`src/rpbk_regs.vh`:
```
// Constants for the repeater backplane and MII port block
`ifndef RPBK_REGS_VH
`define RPBK_REGS_VH
`define RPBK_SYM_W 5
`define RPBK_NIB_W 4
`define RPBK_FIFO_DEPTH 16
`define RPBK_PRE_NIBBLES 4'hE
`define RPBK_PRE_NIB 4'h5
`define RPBK_SFD_LO 4'h5
`define RPBK_SFD_HI 4'hD
`define RPBK_SYNC_W 11
`define RPBK_SPEED_100 1'b1
`define RPBK_ST_IDLE 2'h0
`define RPBK_ST_PRE 2'h1
`define RPBK_ST_SFD 2'h2
`define RPBK_ST_DATA 2'h3
`endif

```
`src/rpbk_fifo.v`:
```
// Flip-flop FIFO with valid/ready on both sides
`timescale 1ns/1ns
`default_nettype none
module rpbk_fifo #(
    parameter WIDTH = 5,
    parameter DEPTH = 16,
    parameter AW = 4
) (
    input wire i_clk,
    input wire i_srst,
    input wire i_ce,
    input wire [WIDTH-1:0] i_data,
    input wire i_valid,
    output wire o_ready,
    output wire [WIDTH-1:0] o_data,
    output wire o_valid,
    input wire i_ready
);
    reg [WIDTH-1:0] mem [0:DEPTH-1];
    reg [AW-1:0] wr_ptr;
    reg [AW-1:0] rd_ptr;
    reg [AW:0] count;
    wire do_wr;
    wire do_rd;

    // Honest flags from the occupancy count
    assign o_ready = (count != DEPTH[AW:0]);
    assign o_valid = (count != {(AW+1){1'b0}});
    assign o_data = mem[rd_ptr];
    assign do_wr = i_valid && o_ready;
    assign do_rd = i_ready && o_valid;

    // Pointers wrap at the depth, which need not be a power of two
    always @(posedge i_clk) begin
        if (i_srst) begin
            wr_ptr <= {AW{1'b0}};
            rd_ptr <= {AW{1'b0}};
            count <= {(AW+1){1'b0}};
        end else if (i_ce) begin
            if (do_wr) begin
                mem[wr_ptr] <= i_data;
                wr_ptr <= (wr_ptr == DEPTH[AW-1:0] - 1'b1) ? {AW{1'b0}} :
                          wr_ptr + 1'b1;
            end
            if (do_rd) begin
                rd_ptr <= (rd_ptr == DEPTH[AW-1:0] - 1'b1) ? {AW{1'b0}} :
                          rd_ptr + 1'b1;
            end
            if (do_wr && !do_rd) begin
                count <= count + 1'b1;
            end else if (do_rd && !do_wr) begin
                count <= count - 1'b1;
            end
        end
    end
endmodule
`default_nettype wire

```
`src/rpbk_top.v`:
```
// Repeater backplane ends and MII transmit path
`timescale 1ns/1ns
`default_nettype none
`include "rpbk_regs.vh"
module rpbk_top #(
    parameter FIFO_DEPTH = `RPBK_FIFO_DEPTH,
    parameter FIFO_AW = 4
) (
    input wire i_clk,
    input wire i_srst,
    input wire i_ce,
    input wire i_fast_backplane_clock,
    input wire [`RPBK_SYM_W-1:0] i_fast_backplane_data,
    output reg [`RPBK_SYM_W-1:0] o_fast_backplane_data,
    output reg o_fast_backplane_data_oe,
    input wire i_fast_backplane_valid_n,
    output reg o_fast_backplane_valid_n,
    output reg o_fast_backplane_valid_n_oe,
    output reg o_fast_backplane_collision,
    input wire i_fast_backplane_single_driver,
    output reg o_fast_transceiver_drive_enable_n,
    output reg o_fast_transceiver_drive_enable_n_oe,
    input wire [`RPBK_SYM_W-1:0] i_fast_tx_symbol,
    input wire i_fast_tx_valid,
    input wire i_mac_backplane_join,
    input wire i_slow_local_active,
    output reg o_slow_collision_sense_local_n,
    output reg o_slow_collision_sense_local_n_oe,
    output reg o_slow_collision_sense_stack_n,
    output reg o_slow_collision_sense_stack_n_oe,
    output reg o_slow_transceiver_drive_enable_n,
    output reg o_slow_transceiver_drive_enable_n_oe,
    input wire i_mii_speed_select,
    input wire i_mii_tx_clock,
    output reg [`RPBK_NIB_W-1:0] o_mii_tx_data,
    output reg o_mii_tx_enable,
    output reg o_mii_speed,
    output reg o_rx_ready
);
    // Rising edge of a filtered level
    function rise;
        input cur;
        input prev;
        begin
            rise = cur & ~prev;
        end
    endfunction

    reg [`RPBK_SYNC_W-1:0] sync1;
    reg [`RPBK_SYNC_W-1:0] sync2;
    reg [`RPBK_SYNC_W-1:0] sync3;
    reg [`RPBK_SYNC_W-1:0] filt;
    reg fb_clk_prev;
    reg mii_clk_prev;
    wire [`RPBK_SYNC_W-1:0] agree;
    wire [`RPBK_SYNC_W-1:0] async_in;
    wire [`RPBK_SYM_W-1:0] f_data;
    wire f_valid_n;
    wire f_fb_clk;
    wire f_single;
    wire f_mii_clk;
    wire f_join;
    wire f_speed;
    wire fb_tick;
    wire mii_tick;

    // Every pin input but i_slow_local_active, i_fast_tx_symbol and i_fast_tx_valid passes three flops; a change counts once 2 and 3 agree
    assign async_in = {i_mii_speed_select, i_mac_backplane_join,
                       i_mii_tx_clock, i_fast_backplane_single_driver,
                       i_fast_backplane_clock, i_fast_backplane_valid_n,
                       i_fast_backplane_data};
    assign agree = ~(sync2 ^ sync3);
    assign f_data = filt[`RPBK_SYM_W-1:0];
    assign f_valid_n = filt[5];
    assign f_fb_clk = filt[6];
    assign f_single = filt[7];
    assign f_mii_clk = filt[8];
    assign f_join = filt[9];
    assign f_speed = filt[10];

    always @(posedge i_clk) begin
        if (i_srst) begin
            sync1 <= {`RPBK_SYNC_W{1'b0}};
            sync2 <= {`RPBK_SYNC_W{1'b0}};
            sync3 <= {`RPBK_SYNC_W{1'b0}};
            filt <= {`RPBK_SYNC_W{1'b0}};
            fb_clk_prev <= 1'b0;
            mii_clk_prev <= 1'b0;
        end else if (i_ce) begin
            sync1 <= async_in;
            sync2 <= sync1;
            sync3 <= sync2;
            filt <= (sync3 & agree) | (filt & ~agree);
            fb_clk_prev <= f_fb_clk;
            mii_clk_prev <= f_mii_clk;
        end
    end

    // Link clocks are sampled, not used as clocks
    assign fb_tick = rise(f_fb_clk, fb_clk_prev);
    assign mii_tick = rise(f_mii_clk, mii_clk_prev);

    // Fast backplane receive: symbols from other devices go to the FIFO
    wire rx_push;
    wire fifo_in_ready;
    wire [`RPBK_SYM_W-1:0] fifo_out;
    wire fifo_out_valid;
    reg fifo_pop;
    reg tx_drive;

    assign rx_push = fb_tick && !f_valid_n && !tx_drive;

    rpbk_fifo #(
        .WIDTH(`RPBK_SYM_W),
        .DEPTH(FIFO_DEPTH),
        .AW(FIFO_AW)
    ) u_fifo (
        .i_clk(i_clk),
        .i_srst(i_srst),
        .i_ce(i_ce),
        .i_data(f_data),
        .i_valid(rx_push),
        .o_ready(fifo_in_ready),
        .o_data(fifo_out),
        .o_valid(fifo_out_valid),
        .i_ready(fifo_pop)
    );

    // Fast backplane transmit; changes only at a link clock edge
    // so the bus stays stable for a whole link period
    always @(posedge i_clk) begin
        if (i_srst) begin
            tx_drive <= 1'b0;
            o_fast_backplane_data <= {`RPBK_SYM_W{1'b0}};
            o_fast_backplane_data_oe <= 1'b0;
            o_fast_backplane_valid_n <= 1'b0;
            o_fast_backplane_valid_n_oe <= 1'b0;
            o_fast_transceiver_drive_enable_n <= 1'b0;
            o_fast_transceiver_drive_enable_n_oe <= 1'b0;
            o_fast_backplane_collision <= 1'b0;
            o_rx_ready <= 1'b0;
        end else if (i_ce) begin
            o_rx_ready <= fifo_in_ready;
            if (fb_tick) begin
                tx_drive <= i_fast_tx_valid;
                o_fast_backplane_data <= i_fast_tx_symbol;
                o_fast_backplane_data_oe <= i_fast_tx_valid;
                o_fast_backplane_valid_n_oe <= i_fast_tx_valid;
                o_fast_transceiver_drive_enable_n_oe <= i_fast_tx_valid;
            end
            // Open-drain value stays low; only the enable moves
            o_fast_backplane_valid_n <= 1'b0;
            o_fast_transceiver_drive_enable_n <= 1'b0;
            // Another driver present while we drive means collision
            o_fast_backplane_collision <= tx_drive && !f_valid_n &&
                                          !f_single;
        end
    end

    // Slow backplane: own logic, shares only the input synchronizer with the fast side
    always @(posedge i_clk) begin
        if (i_srst) begin
            o_slow_collision_sense_local_n <= 1'b0;
            o_slow_collision_sense_local_n_oe <= 1'b0;
            o_slow_collision_sense_stack_n <= 1'b0;
            o_slow_collision_sense_stack_n_oe <= 1'b0;
            o_slow_transceiver_drive_enable_n <= 1'b0;
            o_slow_transceiver_drive_enable_n_oe <= 1'b0;
        end else if (i_ce) begin
            o_slow_collision_sense_local_n <= 1'b0;
            o_slow_collision_sense_stack_n <= 1'b0;
            o_slow_transceiver_drive_enable_n <= 1'b0;
            o_slow_collision_sense_local_n_oe <= f_join ||
                                                i_slow_local_active;
            o_slow_collision_sense_stack_n_oe <= f_join ||
                                                i_slow_local_active;
            o_slow_transceiver_drive_enable_n_oe <= i_slow_local_active;
        end
    end

    // MII transmit framing, paced by the MAC's transmit clock
    reg [1:0] state;
    reg [3:0] cnt;

    always @(posedge i_clk) begin
        if (i_srst) begin
            state <= `RPBK_ST_IDLE;
            cnt <= 4'h0;
            fifo_pop <= 1'b0;
            o_mii_tx_data <= 4'h0;
            o_mii_tx_enable <= 1'b0;
            o_mii_speed <= 1'b0;
        end else if (i_ce) begin
            fifo_pop <= 1'b0;
            o_mii_speed <= f_speed;
            if (mii_tick && !fifo_pop) begin
                case (state)
                    `RPBK_ST_IDLE: begin
                        o_mii_tx_enable <= 1'b0;
                        cnt <= 4'h0;
                        // Speed is fixed for the frame at its start
                        if (fifo_out_valid) begin
                            if (f_speed == `RPBK_SPEED_100) begin
                                state <= `RPBK_ST_PRE;
                            end else begin
                                state <= `RPBK_ST_SFD;
                            end
                        end
                    end
                    `RPBK_ST_PRE: begin
                        o_mii_tx_enable <= 1'b1;
                        o_mii_tx_data <= `RPBK_PRE_NIB;
                        if (cnt == `RPBK_PRE_NIBBLES - 4'h1) begin
                            cnt <= 4'h0;
                            state <= `RPBK_ST_SFD;
                        end else begin
                            cnt <= cnt + 4'h1;
                        end
                    end
                    `RPBK_ST_SFD: begin
                        o_mii_tx_enable <= 1'b1;
                        if (cnt == 4'h0) begin
                            o_mii_tx_data <= `RPBK_SFD_LO;
                            cnt <= 4'h1;
                        end else begin
                            o_mii_tx_data <= `RPBK_SFD_HI;
                            cnt <= 4'h0;
                            state <= `RPBK_ST_DATA;
                        end
                    end
                    `RPBK_ST_DATA: begin
                        // An empty FIFO ends the frame
                        if (fifo_out_valid) begin
                            o_mii_tx_enable <= 1'b1;
                            o_mii_tx_data <= fifo_out[`RPBK_NIB_W-1:0];
                            fifo_pop <= 1'b1;
                        end else begin
                            o_mii_tx_enable <= 1'b0;
                            state <= `RPBK_ST_IDLE;
                        end
                    end
                    default: begin
                        state <= `RPBK_ST_IDLE;
                    end
                endcase
            end
        end
    end
endmodule
`default_nettype wire

```
`config.mk`:
```
export PLATFORM = sky130hd
export DESIGN_NAME = rpbk_top
export DESIGN_NICKNAME = d
export VERILOG_FILES = /design/src/rpbk_fifo.v /design/src/rpbk_top.v
export VERILOG_INCLUDE_DIRS = /design/src
export SDC_FILE = /design/constraint.sdc
export NUM_CORES = 1
export LEC_CHECK = 0
export BUFFER_PORTS_ARGS = -buffer_cell sky130_fd_sc_hd__buf_2
export CAP_MARGIN = 5
export CORE_MARGIN = 2
export CORE_UTILIZATION = 54
export CTS_CLUSTER_DIAMETER = 120
export CTS_CLUSTER_SIZE = 28
export DETAILED_ROUTE_END_ITERATION = 10
export GPL_TIMING_DRIVEN = 0
export PLACE_DENSITY = 0.75
export SLEW_MARGIN = 20
export SYNTH_ARGS = -nofsm -noshare
export SYNTH_HDL_FRONTEND = slang
export SYNTH_SLANG_ARGS = --single-unit
```
`constraint.sdc`:
```
create_clock -name i_clk -period 2.7 [get_ports i_clk]
set_input_delay 0 -clock i_clk [delete_from_list [all_inputs] [get_ports i_clk]]
set_output_delay 0 -clock i_clk [all_outputs]
set_load 0.02 [all_outputs]
```
Yosys cells after proc, flatten, opt, wreduce, memory -nomap -nowiden
Memories as Yosys holds them, arrays and structs flattened. A register that Yosys moved wholly into a read port is not among the register bits. Cells that the tools add are included.

Add/sub/neg operators: 5. Equal/unequal tests: 12. Muxes and demuxes: 26. Bitwise logic cells: 10. Reductions and logical operators: 31.

Operators with widths (count): $mux W4 (7); $pmux W4 S3 (2); $and A11 B11 Y11 (2); $not A11 Y11 (2); $add A4 B1 Y4 const B (3); $eq A4 B4 Y1 const B (3); $or A11 B11 Y11 (1); $xor A11 B11 Y11 (1); $mux W2 (5); $mux W5 (2); $reduce_and A2 Y1 (5); $logic_and A1 B1 Y1 (9); $mux W1 (8); $pmux W2 S4 (1); $logic_not A1 Y1 (6); $ne A2 B2 Y1 const B (3); $reduce_and A6 Y1 (1); $reduce_bool A3 Y1 (2); $add A5 B1 Y5 const B (1); $ne A5 B5 Y1 const B (1); $reduce_bool A5 Y1 (1); $sub A5 B1 Y5 const B (1); $eq A2 B2 Y1 const B (2); $logic_not A4 Y1 (1); other kinds (11) (14).

Register bits: 82. RAM bits: 80. Output and inout port bits: 24. Memories: 1.

Memories: u_fifo.mem (depth 16, width 5, rd ports 1, clocked after Yosys merged registers in 1, write ports 1, RTL line rpbk_fifo.v:19) `reg [WIDTH-1:0] mem [0:DEPTH-1];`.

Logic depth before layout (Yosys ltp)
Depth in word-level cells: 9. Mapped depth: 10. Depth with buffers taken out: 10.

Hierarchy
Synthesis repeated with hierarchy kept, for this count alone.

Cell total of the unflattened synthesis: 548. Area, all modules: 6940.4 um2.

By module, submodules not included: rpbk_fifo (instances 1, cells each 243, area an instance 3988.8 um2, seq. area each 2742.6 um2); rpbk_top (instances 1, cells each 305, area an instance 2951.6 um2, seq. area each 1381.3 um2).

Worst setup path before layout
OpenSTA, ideal clock, no wires.

Path kind: reg-to-reg. Start point: reg u_fifo.count[0]. End point: reg u_fifo.count[4]. Arrival: 2.656 ns. Path slack: -0.072 ns. Stages on the path, launching flop included: 11. Path buffers: 0. Cell sequence: dfxtp_1 > nor4_1 > a2111oi_0 > ha_1 > inv_1 > ha_1 > a21o_1 > a21oi_1 > xnor2_1 > a211oi_1 > a31o_2.

Cells in the longest elaborated chain, start to end: 6.

Ends and longest elaborated chain: start, declared (RTL line rpbk_fifo.v:22) `reg [AW:0] count;`; start signal, assigned (RTL line rpbk_fifo.v:38) `count <= {(AW+1){1'b0}};`; start signal, assigned (RTL line rpbk_fifo.v:50) `count <= count + 1'b1;`; start signal, assigned (RTL line rpbk_fifo.v:52) `count <= count - 1'b1;`; parallel branches: the longest is 6 deep, another holds $sub A5 B1 Y5.

Parallel ways; which one is timed is not known. The select of a mux whose other input is x is not followed. A chain may end at the register's enable or synchronous reset.

Worst setup path in the final report
Start point: reg u_fifo.count[2]. End point: reg u_fifo.count[4].

The elaborated chain is that of the path after synthesis.

==> flow_summary.json <==
{
  "crit_required_ns": 3.00,
  "rsz0062_at_grt": "yes",
  "vdd_drop_max_mv": 0.466,
  "clockBufferDepth": 2,
  "area_growth_pct": 19.4,
  "grt_overflow": 0,
  "clock.fmax_mhz": 375,
  "synth_top_family_by_area": "multiplexers",
  "drt-met1-wl_um": 5570,
  "power-per-cell-area_nw_per_um2": 650,
  "synth_compound_area_share_pct": 9.53,
  "portBuffers": 37,
  "dieHeight_um": 110,
  "ys_seq_area_share_pct": 58.4,
  "grt_max_degree": 19,
  "avgSynthCellArea_um2": 12.0,
  "antennaDiodeCount": 0,
  "start_kind": "register",
  "slew_headroom_pct": 47.1,
  "wl_met2_um": 6370,
  "design.die.area_um2": 12200,
  "root_buffer": "clkbuf_16",
  "die_w_um": 110,
  "syn_inst": 508,
  "synth_edf_count": 64,
  "place.gp.congestion": 0.793,
  "synth-seq-cells": 146,
  "worstSkewPairLatency_ns": 0.42,
  "finalSetupViolations": 0,
  "grt_pass1_vias": 4259,
  "numCtsBuffers": 17,
  "crit_end": "u_fifo.count[4]$_SDFFE_PP0P_",
  "synth-async-reset-ratio_pct": 0,
  "post_drt_wl_per_cell_um": 17.5,
  "r2r_start": "u_fifo.count[2]$_SDFFE_PP0P_",
  "clock_skew_ns": 0.0109,
  "final_util_pct": 66.6,
  "cap_violations": 0,
  "r2r_setup_slack_ns": 0.03,
  "critPathMaxFanout": 5,
  "yosys-top-cells-area": "edfxtp_1, dfxtp_1, mux2i_1, mux4_2, nor2_1",
  "core_um2": 10900,
  "cts_tree": "built",
  "synthMuxAreaShare_pct": 13.2,
  "period_needed_ns": 2.67,
  "io_pins": 45,
  "hold_viol": 0,
  "path_delay_family": "compound AO/OA/AOI/OAI gates",
  "drt-initial-drc-count": 284,
  "syn_area_um2": 6100,
  "start_util_pct": 55.8,
  "h-tree-depth": 4,
  "yosysWarnings": 0,
  "crit_chain": "or4_4, o21ai_4, ha_2, inv_2, fa_2, a21o_1, a21oi_2, xnor2_1, a211oi_1, a31o_2",
  "period_share_pct": 98.7,
  "clock-sinks": 146,
  "arrival_ns": 2.97,
  "met3_length_um": 785,
  "path_depth": 10,
  "clk_pin_slew_ns": 0.06,
  "grt_pass1_wl_um": 21100,
  "antenna_found_initial": 0,
  "routed_wl_um": 12900,
  "drv_slew": 0,
  "slowest_stage": "or4_4",
  "grtUsageTotal_pct": 23.4,
  "via_per_inst": 5.69,
  "fin_setup_tns_ns": 0,
  "synthFlopType": "dfxtp_1",
  "synth_top_area_cell": "edfxtp_1",
  "cp-startpoint": "u_fifo.count[2]$_SDFFE_PP0P_",
  "r2r_end": "u_fifo.count[4]$_SDFFE_PP0P_",
  "leakage_nw": 2.91,
  "path_class": "reg2reg",
  "hp-class": "in2reg",
  "dp_hpwl_um": 8500,
  "critical_path.max_stage_delay_ns": 0.56,
  "num_rows": 38,
  "crit_buf_inv": 1,
  "drc": 0,
  "vias": 4207,
  "final_antenna_net_count": 0,
  "layout.nets": 625,
  "final_layout_size_suffix_gt1_share_pct": 18.7,
  "end_kind": "register",
  "ys_types": 51,
  "tightest_slew_ns": 0.793,
  "ff2ff_path_depth": 10,
  "synthDominantCellAreaShare_pct": 31.5,
  "status": "complete, no violations",
  "synthAdderAreaFrac_pct": 3.61,
  "yosys.area_share.simple_pct": 10.8,
  "highest_layer": "met4",
  "firstDrtPassIters": 4,
  "synth_xor_area_share_pct": 0.861
}
## registers in the layout, indices dropped and copies added, names as in the netlist, 2 cells and up, named ones only
name,flops
sync1,10
sync2,10
u_fifo.rd_ptr,4
sync3,10
o_mii_tx_data,4
o_fast_backplane_data,5
u_fifo.count,5
cnt,4
state,2
u_fifo.wr_ptr,4
u_fifo.mem,64
## through the flow
| stage | cell area, µm² | setup WS (ns) | hold WS (ns) | std cells | power (mW) |
|---|---|---|---|---|---|
| floorplan | 6120 | 0.0235 | 0.144 | 512 | 2.45 |
| global placement | 6480 | -0.211 | 0.231 | 689 | 2.49 |
| detailed placement | 6480 | -0.237 | 0.238 | 689 | 2.50 |
| CTS | 7250 | 0.00879 | 0.147 | 738 | 4.75 |
| global route | 7290 | -0.0430 | 0.203 | 740 | 4.89 |
| finish | 7290 | 0.0338 | 0.159 | 740 | 4.73 |
## report_power, final
group | total [mW] | switching (mW) | leakage, nW | internal [mW]
registers | 2.32 | 0.0131 | 1.35 | 2.31
logic | 0.152 | 0.0851 | 1.29 | 0.0667
clock network | 2.26 | 0.902 | 0.267 | 1.36
## cell families after synthesis
group,count (synthesis)
AOI/OAI and AO/OA,89
other,1
buffers and inverters,46
and+or+nand+nor,140
DFF,146
xor gates and xnor gates,6
adders and majority gates,17
muxes,63
## synth_stat cells, drive strengths merged, types with 2 or more instances
cell	n
nor2	80
o211ai	3
and2	2
a21oi	28
a21o	10
a311oi	6
or4	3
nor3	5
clkbuf	15
a21boi	2
or3b	2
o21bai	3
inv	14
mux2i	47
nor2b	4
buf	17
nand3b	2
nand2	15
nor4	2
o21ai	20
mux4	14
a2111oi	4
nand2b	9
mux2	2
nand3	8
xnor2	5
dfxtp	82
ha	16
and3	2
or3	2
a211oi	8
edfxtp	64
## cells in the final DEF, fill, tap and decap left out, types with 3 or more instances in the layout
| master | netlist | routed |
|---|---|---|
| mux2i_1 | 47 | 47 |
| buf_4 | 9 | 11 |
| nor3_1 | 5 | 5 |
| buf_1 | 6 | 6 |
| nand3_1 | 8 | 8 |
| clkinvlp_4 | 0 | 4 |
| nand2_1 | 14 | 14 |
| a21o_1 | 10 | 10 |
| xnor2_1 | 5 | 5 |
| clkbuf_1 | 15 | 18 |
| dfxtp_2 | 0 | 3 |
| inv_1 | 14 | 13 |
| conb_1 | 1 | 5 |
| ha_1 | 16 | 15 |
| dlygate4sd3_1 | 0 | 17 |
| o211ai_1 | 3 | 3 |
| a311oi_1 | 6 | 6 |
| o21bai_1 | 3 | 3 |
| nand2b_1 | 9 | 9 |
| edfxtp_1 | 64 | 64 |
| clkbuf_16 | 0 | 17 |
| nor2b_1 | 4 | 4 |
| a21oi_1 | 28 | 27 |
| dfxtp_1 | 82 | 78 |
| a211oi_1 | 8 | 8 |
| o21ai_0 | 20 | 19 |
| nor2_1 | 80 | 80 |
| mux4_2 | 14 | 14 |
| buf_2 | 1 | 38 |
## worst min-delay path by stage
| stage | to | from | cells after the start | slack (ns) |
|---|---|---|---|---|
| finish | register | i_ce | 4 | 0.16 |
| global route | register | i_ce | 4 | 0.20 |
| CTS | register | i_ce | 4 | 0.15 |
| detailed placement | o_fast_backplane_data[2]$_SDFFE_PP0P_ | i_fast_tx_symbol[2] | 3 | 0.24 |
| global placement | o_fast_backplane_data[1]$_SDFFE_PP0P_ | i_fast_tx_symbol[1] | 3 | 0.23 |
| floorplan | o_fast_backplane_data[0]$_SDFFE_PP0P_ | i_fast_tx_symbol[0] | 2 | 0.14 |
## worst reg2reg max path: cells and delay by family (launching register included)
| family | cells | cell delay, ns |
|---|---|---|
| xor gates and xnor gates | 1 | 0.15 |
| and+or+nand+nor | 1 | 0.56 |
| DFF | 1 | 0.35 |
| buffers and inverters | 1 | 0.07 |
| adders and majority gates | 2 | 0.57 |
| AOI/OAI and AO/OA | 5 | 0.86 |
## final cells by class
class,count,area [µm²]
Buffer,32,163
Clock buffer,20,437
Clock inverter,12,133
Fill cell,782,3650
Inverter,14,52.6
Multi-Input combinational cell,320,2380
Sequential cell,146,3570
Tap cell,140,175
Timing Repair Buffer,56,370
## layer usage
metal	vias up	GRT usage, %
li1	2002	-
met1	2067	29.9
met2	120	38.6
met3	18	6.64
met4	0	7.59
met5	-	0
## repair_timing
item	CTS	global route
setup buffers	0	2
pin swaps	0	6
endpoints found under the setup margin	1	9
endpoints found under the hold margin	18	0
resized for setup	9	7
hold buffers	17	0
Note: power is estimated with default switching activity, not from simulation.
